**src/logic/lc_pkg.sv**
```systemverilog
// Shared types and constants for the configurable logic cell.
// Assumes a single clock domain and configuration inputs held static.

package lc_pkg;

    // ========================================
    // Table geometry
    localparam int LC_TABLE_BITS = 16;
    localparam int LC_IDX_W = 4;
    localparam int LC_COMB_BITS = 8;

    // ========================================
    // Operating arrangements of the cell
    typedef enum logic [1:0]
    {
        LC_MODE_LOGIC,
        LC_MODE_RAM16X2,
        LC_MODE_RAM32X1
    } lc_mode_t;

    // Flip-flop data source selection
    typedef enum logic [1:0]
    {
        LC_SRC_LUT,
        LC_SRC_COMB,
        LC_SRC_DIN
    } lc_src_t;

    // ========================================
    // Complete cell state
    typedef struct packed
    {
        logic [LC_TABLE_BITS-1:0] f_ram;
        logic [LC_TABLE_BITS-1:0] g_ram;
        logic x_q;
        logic y_q;
    } lc_state_t;

    // Value after reset: tables empty, both flip-flops low
    localparam lc_state_t LC_STATE_RESET = '0;
    localparam logic LC_FF_CLEAR = 1'b0;

endpackage

```
**src/logic/lc_logic_cell.sv**
```systemverilog
// Configurable logic cell: two 4-input tables, a 3-input combiner,
// two flip-flops, dedicated carry and two distributed RAM modes.
// Assumes configuration inputs are static while the cell runs and
// that the surrounding logic drives all inputs synchronously.
//
// Operation
// - F and G tables each index from their own four input pins; in 32x1 mode G uses the F pins.
// - Combiner merges F, G and extra input for any five-input function.
// - Each flip-flop may capture a table output or the direct data input.
// - With combiner bypassed, extra input feeds the flip-flops straight through.
// - Separate combinational and registered output pairs work independently.
// - Carry logic makes carries; tables form sums; two bits or one.
// - Carry chain runs upward or downward through a column of cells.
// - In memory mode the F and G tables become writable storage.
// - In memory mode table input pins are the address lines.
// - 16x2: separate memories, direct data and extra input as write bits.
// - 32x1: merged via combiner, direct data writes, upper pin is address bit.
// - In both memory modes the set/reset pin is the write enable.
// - 16x2 reads at F and G outputs; 32x1 reads at combiner output.
// - Read data drives combinational outputs or is registered as in logic.
// - In 16x2 mode the combiner still computes any function of reads.
// - In 32x1 mode flip-flops can capture write data or read data.

`timescale 1ns/1ps

module lc_logic_cell
(
    // Clock and reset
    input wire logic i_clk,
    input wire logic i_reset_n,
    // Static configuration
    input wire lc_pkg::lc_mode_t i_cfg_mode,
    input wire logic [15:0] i_cfg_f_table,
    input wire logic [15:0] i_cfg_g_table,
    input wire logic [7:0] i_cfg_h_table,
    input wire logic i_cfg_h_bypass,
    input wire lc_pkg::lc_src_t i_cfg_x_src,
    input wire lc_pkg::lc_src_t i_cfg_y_src,
    input wire logic i_cfg_x_from_comb,
    input wire logic i_cfg_y_from_comb,
    input wire logic i_cfg_arith_en,
    input wire logic i_cfg_arith_two,
    input wire logic i_cfg_carry_up,
    // Cell inputs
    input wire logic [3:0] i_f_in,
    input wire logic [3:0] i_g_in,
    input wire logic i_combiner_extra_input,
    input wire logic i_upper_address_bit,
    input wire logic i_din,
    input wire logic i_sr,
    input wire logic i_ce,
    // Carry chain
    input wire logic i_carry_from_below,
    input wire logic i_carry_from_above,
    output logic o_carry_to_above,
    output logic o_carry_to_below,
    // Results
    output logic o_x,
    output logic o_y,
    output logic o_xq,
    output logic o_yq
);
    import lc_pkg::*;

    // ========================================
    // State and decode
    lc_state_t st_reg;
    lc_state_t st_next;
    logic ram_on;
    logic ram16;
    logic ram32;
    logic arith;
    logic we;
    logic [LC_IDX_W-1:0] f_idx;
    logic [LC_IDX_W-1:0] g_idx;
    logic [2:0] h_idx;
    logic [LC_TABLE_BITS-1:0] f_tab;
    logic [LC_TABLE_BITS-1:0] g_tab;
    logic f_out;
    logic g_out;
    logic h_out;
    logic carry_in;
    logic carry_mid;
    logic carry_out;

    // Mode decode; set/reset pin doubles as write enable in memory modes
    assign ram16 = (i_cfg_mode == LC_MODE_RAM16X2);
    assign ram32 = (i_cfg_mode == LC_MODE_RAM32X1);
    assign ram_on = ram16 | ram32;
    assign we = ram_on & i_sr;
    // Arithmetic steals table inputs, so it is off in memory modes
    assign arith = i_cfg_arith_en & ~ram_on;

    // ========================================
    // Dedicated carry path
    // Direction picks which neighbour feeds the chain
    assign carry_in = i_cfg_carry_up ? i_carry_from_below : i_carry_from_above;
    // Bit 0 operands on F pins 0/1, bit 1 operands on G pins 0/1
    assign carry_mid = (i_f_in[0] & i_f_in[1])
                     | (carry_in & (i_f_in[0] ^ i_f_in[1]));
    assign carry_out = i_cfg_arith_two
                     ? ((i_g_in[0] & i_g_in[1]) | (carry_mid & (i_g_in[0] ^ i_g_in[1])))
                     : carry_mid;
    // Only the selected end drives; the other stays low
    assign o_carry_to_above = arith & i_cfg_carry_up & carry_out;
    assign o_carry_to_below = arith & ~i_cfg_carry_up & carry_out;

    // ========================================
    // Table addressing
    // Carry replaces pin 2 so the table forms the sum bit
    always_comb
    begin
        f_idx = i_f_in;
        g_idx = i_g_in;
        if (arith)
        begin
            f_idx = {i_f_in[3], carry_in, i_f_in[1:0]};
            if (i_cfg_arith_two)
            begin
                g_idx = {i_g_in[3], carry_mid, i_g_in[1:0]};
            end
        end
        else if (ram32)
        begin
            // Both halves share one four-bit word address
            g_idx = i_f_in;
        end
    end

    // ========================================
    // Look-up generators
    // Memory modes read stored contents, logic mode reads configuration
    assign f_tab = ram_on ? st_reg.f_ram : i_cfg_f_table;
    assign g_tab = ram_on ? st_reg.g_ram : i_cfg_g_table;
    assign f_out = f_tab[f_idx];
    assign g_out = g_tab[g_idx];
    assign h_idx = {i_combiner_extra_input, g_out, f_out};

    // Combiner: merged read, pass-through or free function
    always_comb
    begin
        if (ram32)
        begin
            h_out = i_upper_address_bit ? g_out : f_out;
        end
        else if (i_cfg_h_bypass)
        begin
            h_out = i_combiner_extra_input;
        end
        else
        begin
            h_out = i_cfg_h_table[h_idx];
        end
    end

    // ========================================
    // Combinational outputs
    // Left unregistered so table results are usable in the same cycle
    assign o_x = i_cfg_x_from_comb ? h_out : f_out;
    assign o_y = i_cfg_y_from_comb ? h_out : g_out;

    // ========================================
    // Next state
    always_comb
    begin
        st_next = st_reg;
        // Logic mode keeps storage loaded so a switch to memory starts known
        if (!ram_on)
        begin
            st_next.f_ram = i_cfg_f_table;
            st_next.g_ram = i_cfg_g_table;
        end
        // Writes land on the clock edge, so narrow enable glitches are absorbed
        else if (we)
        begin
            if (ram16)
            begin
                st_next.f_ram[f_idx] = i_din;
                st_next.g_ram[g_idx] = i_combiner_extra_input;
            end
            else if (i_upper_address_bit)
            begin
                st_next.g_ram[g_idx] = i_din;
            end
            else
            begin
                st_next.f_ram[f_idx] = i_din;
            end
        end

        // Flip-flops: set/reset clears only in logic mode
        if (!ram_on && i_sr)
        begin
            st_next.x_q = LC_FF_CLEAR;
            st_next.y_q = LC_FF_CLEAR;
        end
        else if (i_ce)
        begin
            case (i_cfg_x_src)
                LC_SRC_LUT: st_next.x_q = f_out;
                LC_SRC_COMB: st_next.x_q = h_out;
                LC_SRC_DIN: st_next.x_q = i_din;
                default: st_next.x_q = st_reg.x_q;
            endcase
            case (i_cfg_y_src)
                LC_SRC_LUT: st_next.y_q = g_out;
                LC_SRC_COMB: st_next.y_q = h_out;
                LC_SRC_DIN: st_next.y_q = i_din;
                default: st_next.y_q = st_reg.y_q;
            endcase
        end
    end

    // ========================================
    // State register
    always_ff @(posedge i_clk or negedge i_reset_n)
    begin
        if (!i_reset_n)
        begin
            st_reg <= LC_STATE_RESET;
        end
        else
        begin
            st_reg <= st_next;
        end
    end

    // Registered outputs
    assign o_xq = st_reg.x_q;
    assign o_yq = st_reg.y_q;

    // ========================================
    // Checks
    // 16x2 write stores both bits at the addressed words
    a_ram16_write_pair:
    assert property (@(posedge i_clk) disable iff (!i_reset_n)
        (ram16 && i_sr) |=> (st_reg.f_ram[$past(f_idx)] == $past(i_din))
                         && (st_reg.g_ram[$past(g_idx)] == $past(i_combiner_extra_input)))
    else $error("16x2 write did not store data");

    // 32x1 write with the upper bit set hits only the G half
    a_ram32_write_half:
    assert property (@(posedge i_clk) disable iff (!i_reset_n)
        (ram32 && i_sr && i_upper_address_bit)
        |=> (st_reg.g_ram[$past(g_idx)] == $past(i_din)) && $stable(st_reg.f_ram))
    else $error("32x1 write touched wrong half");

    // Without write enable memory contents hold
    a_ram_hold_idle:
    assert property (@(posedge i_clk) disable iff (!i_reset_n)
        (ram_on && !i_sr) ##1 ram_on |-> $stable(st_reg.f_ram) && $stable(st_reg.g_ram))
    else $error("memory changed without write enable");

    // Merged read follows the upper address bit
    a_ram32_read_sel:
    assert property (@(posedge i_clk) disable iff (!i_reset_n)
        (ram32 && i_cfg_x_from_comb)
        |-> o_x == (i_upper_address_bit ? st_reg.g_ram[i_f_in] : st_reg.f_ram[i_f_in]))
    else $error("32x1 read data wrong");

    // Direct data captured into the X flip-flop
    a_ffx_din_take:
    assert property (@(posedge i_clk) disable iff (!i_reset_n)
        (i_ce && (ram_on || !i_sr) && i_cfg_x_src == LC_SRC_DIN) |=> o_xq == $past(i_din))
    else $error("X flip-flop missed direct data");

    // Bypassed combiner carries extra input to the Y flip-flop
    a_ffy_bypass_take:
    assert property (@(posedge i_clk) disable iff (!i_reset_n)
        (i_ce && !i_sr && !ram32 && i_cfg_h_bypass && i_cfg_y_src == LC_SRC_COMB)
        |=> o_yq == $past(i_combiner_extra_input))
    else $error("Y flip-flop missed bypassed input");

    // Set/reset in logic mode clears both flip-flops, two cycles held
    a_logic_sr_clear:
    assert property (@(posedge i_clk) disable iff (!i_reset_n)
        (!ram_on && i_sr)[*2] |=> !o_xq && !o_yq ##0 $past(o_xq) == 1'b0)
    else $error("flip-flops not cleared");

    // Full two-bit generate on an upward chain always carries out to the upper neighbour
    a_carry_generate:
    assert property (@(posedge i_clk) disable iff (!i_reset_n)
        (arith && i_cfg_arith_two && i_cfg_carry_up && (&i_g_in[1:0]))
        |-> o_carry_to_above && !o_carry_to_below)
    else $error("carry generate lost");

    // Downward chain never drives the upper neighbour
    a_carry_dir_down:
    assert property (@(posedge i_clk) disable iff (!i_reset_n)
        !i_cfg_carry_up |-> !o_carry_to_above)
    else $error("carry left in wrong direction");

endmodule // lc_logic_cell

```
**config.mk**
```make
export PLATFORM = sky130hd
export DESIGN_NAME = lc_logic_cell
export DESIGN_NICKNAME = d
export VERILOG_FILES = /design/src/logic/lc_pkg.sv /design/src/logic/lc_logic_cell.sv
export SDC_FILE = /design/constraint.sdc
export NUM_CORES = 1
export LEC_CHECK = 0
export BUFFER_PORTS_ARGS = -buffer_cell sky130_fd_sc_hd__buf_4
export CORE_MARGIN = 3
export CORE_UTILIZATION = 45
export DETAILED_ROUTE_END_ITERATION = 7
export PLACE_DENSITY_LB_ADDON = 0.25
export SLEW_MARGIN = 5
export SYNTH_ARGS = -nofsm -noshare
export SYNTH_HDL_FRONTEND = slang
export SYNTH_SLANG_ARGS = --single-unit
```
**constraint.sdc**
```tcl
create_clock -name i_clk -period 4 [get_ports i_clk]
set_input_delay 0.2 -clock i_clk [delete_from_list [all_inputs] [get_ports i_clk]]
set_output_delay 0.2 -clock i_clk [all_outputs]
set_load 0.005 [all_outputs]
```
==> run metrics <==
Gate power share=36.2%; Synth Warn #=0; worst skew pair latency=0.29 ns; diodes inserted=0; fin crit share=89.3%; Antenna Nets Post-Route=0; Cell Int Power=785 µW; Area Overhead vs Synth=24.6%; clock sink total=34; Cell Rows=28; RSZ-0062 raised after global routing=false; setup ws final=0.427 ns; EDFF count, synth=0; post-synth top area share=28.7%; synthesized instance count=325; vias per cell=6.13; layout cells sized above 1=29.7%; Max Cap Viol=0; grt ovf=0; max-slew violation count=0; Fill cells=559; Worst R2R Start=st_reg[29]$_DFFE_PN0P_; total track usage=23.7%; final net count=478; synthesized flop and latch total=34; highest-count cells in the layout ignoring fill and taps=buf_4, nand2_1, o211ai_1, dfrtp_1, mux2i_1; drt wl/cell=18.3 µm; Area contributors post-synth=dfrtp_1, mux4_2, nand2_1; switch share=33.1%; Period minus WS final=3.57 ns; critical path class=input pin to output pin; initial antenna violation count=0; # DRC=0; Setup Buffers After CTS=0; via count=2891; CTS Buffer Depth=2; Power per Cell Area=318 mW/mm²; Slew HR=26.8%; routability cong.=0.971; Setup crit start=i_cfg_mode[0]; first drt pass iteration count=5; Peak VDD IR=0.154 mV; Worst Hold Launch=i_cfg_g_table[9]; input/output buffers=74; largest net degree at the start of global routing=40; initial core utilization=48.3%; dominant synthesized flop cell=dfrtp_1; fraction of registers with async set/reset=100%; cell taking the most area after synthesis=dfrtp_1; die width=87.2 µm; Mean Syn Cell Area=9.12 µm²; area of the mapped netlist=0.00296 mm²; fmax=280 MHz; CP required=3.80 ns; Fin. Hold Viols=0; Tightest Hold Check Type=input pin to register; Detail Placement HPWL=6460 µm; most common cell after layout, fill and taps aside=buf_4; actual slew at the worst max-slew pin=1.09 ns; CTS root buf=clkbuf_8; Die H=87.2 µm; Total Routed Length=8620 µm; Yosys cell types=52; Die ar.=0.00760 mm²; H-tree depth=2; core area=0.00613 mm²; CP arrival=3.37 ns; DR iter-0 viols=226; crit path capture type=output pin; Mapped Nets=407; clock network power share=27.4%; I/O pin cnt=75; TritonCTS buffer count=5; Sw Pwr=388 µW; Pleak=0.00166 µW; CTS tree=built; pre-CTS WS=0.468 ns; Clk pin slew, worst setup/hold paths=0.07 ns; sequential-to-total area share from yosys stat=28.7%; sequential power share=36.4%; Final setup viols=0; crit-path max FO=9; first-pass GRT wire length=14100 µm; vias in the first global route=2861; outcome=completed; crit path launch type=input pin; max reg flops=32; worst clock skew=0.00710 ns; setup_tns=0 ns
-- power groups by stage --
stage               Combinational (µW)  Sequential (µW)  Clock (µW)
global route                       468              432         344
detailed placement                 421              431           0
floorplan                          274              422           0
global placement                   413              430           0
finish                             425              427         322
CTS                                423              425         329
-- cells by family after synthesis --
group	after synthesis	synth area share, %
AOI/OAI and AO/OA	86	21.0
adders and majority gates	13	5.49
buffers and inverters	30	4.22
DFF	34	28.7
muxes	51	23.8
and+or+nand+nor	111	16.8
-- synth_stat cells, types with 2 or more instances --
cell	number
mux4_2	12
and3_1	4
inv_1	15
clkbuf_1	12
nand2_1	69
nand3b_1	2
mux2_2	8
mux2i_4	2
mux2_1	2
nand3_1	2
a21boi_0	3
nand2b_1	6
nor2b_1	2
o211ai_1	34
ha_1	13
dfrtp_1	34
nor2_1	12
mux2i_1	25
o22ai_1	3
mux2i_2	2
a31oi_1	7
nor3_1	4
o21ai_0	21
o2111ai_1	2
nand4b_1	2
-- through the flow --
step	cells	util, %	power, µW	hold slack, ns	instance area (µm²)
after global placement	463	58.3	843	0.185	3570
after global routing	472	60.2	1240	0.121	3690
after detailed placement	463	58.3	852	0.184	3570
after CTS	472	60.2	1180	0.119	3690
after floorplan	325	-	696	-0.0956	2960
final	472	60.2	1170	0.131	3690
-- layer usage --
metal / wire length [µm] / part of all wire (%) / track usage (%)
met1: 3830 / 44 / 33.6
met2: 3890 / 45 / 37.1
met3: 730 / 8.5 / 4.26
met4: 165 / 1.9 / 6.69
met5: 0 / 0 / 0
-- worst paths after layout --
kind | endpoint | slack [ns] | cells past startpoint
max | o_x | 0.43 | 13
min | st_reg[11]$_DFFE_PN0P_ | 0.13 | 3
max reg2reg | o_xq$_DFFE_PN0P_ | 1.17 | 8
min reg2reg | st_reg[22]$_DFFE_PN0P_ | 0.56 | 2
max in group asynchronous | st_reg[17]$_DFFE_PN0P_ | 3.26 | 2
min in group asynchronous | st_reg[22]$_DFFE_PN0P_ | 0.40 | 2
-- layout make-up --
| type | instances | area [µm²] | share of cell area, % |
|---|---|---|---|
| Timing Repair Buffer | 79 | 596 | 16.1 |
| Multi-Input combinational cell | 261 | 1990 | 53.8 |
| Clock inverter | 3 | 40.0 | 1.08 |
| Sequential cell | 34 | 851 | 23.0 |
| Tap cell | 75 | 93.8 | 2.54 |
| Inverter | 15 | 56.3 | 1.52 |
| Clock buffer | 5 | 68.8 | 1.86 |
-- timing repair --
| item | 4_1_cts | 5_1_grt |
|---|---|---|
| resized for setup | 0 | 0 |
| hold buffers | 1 | 0 |
| hold endpoints to repair | 34 | 0 |
-- critical path: stages --
cell	delay, ns
buf_4	0.11
inv_1	0.05
ha_1	0.38
a21boi_4	0.36
mux2i_1	0.56
nand2_1	0.13
a31oi_1	0.24
a2bb2oi_2	0.26
a32o_1	0.20
a31oi_1	0.08
nor3_1	0.44
o22ai_1	0.17
buf_4	0.17
No activity file was read; power rests on OpenSTA's default activity.
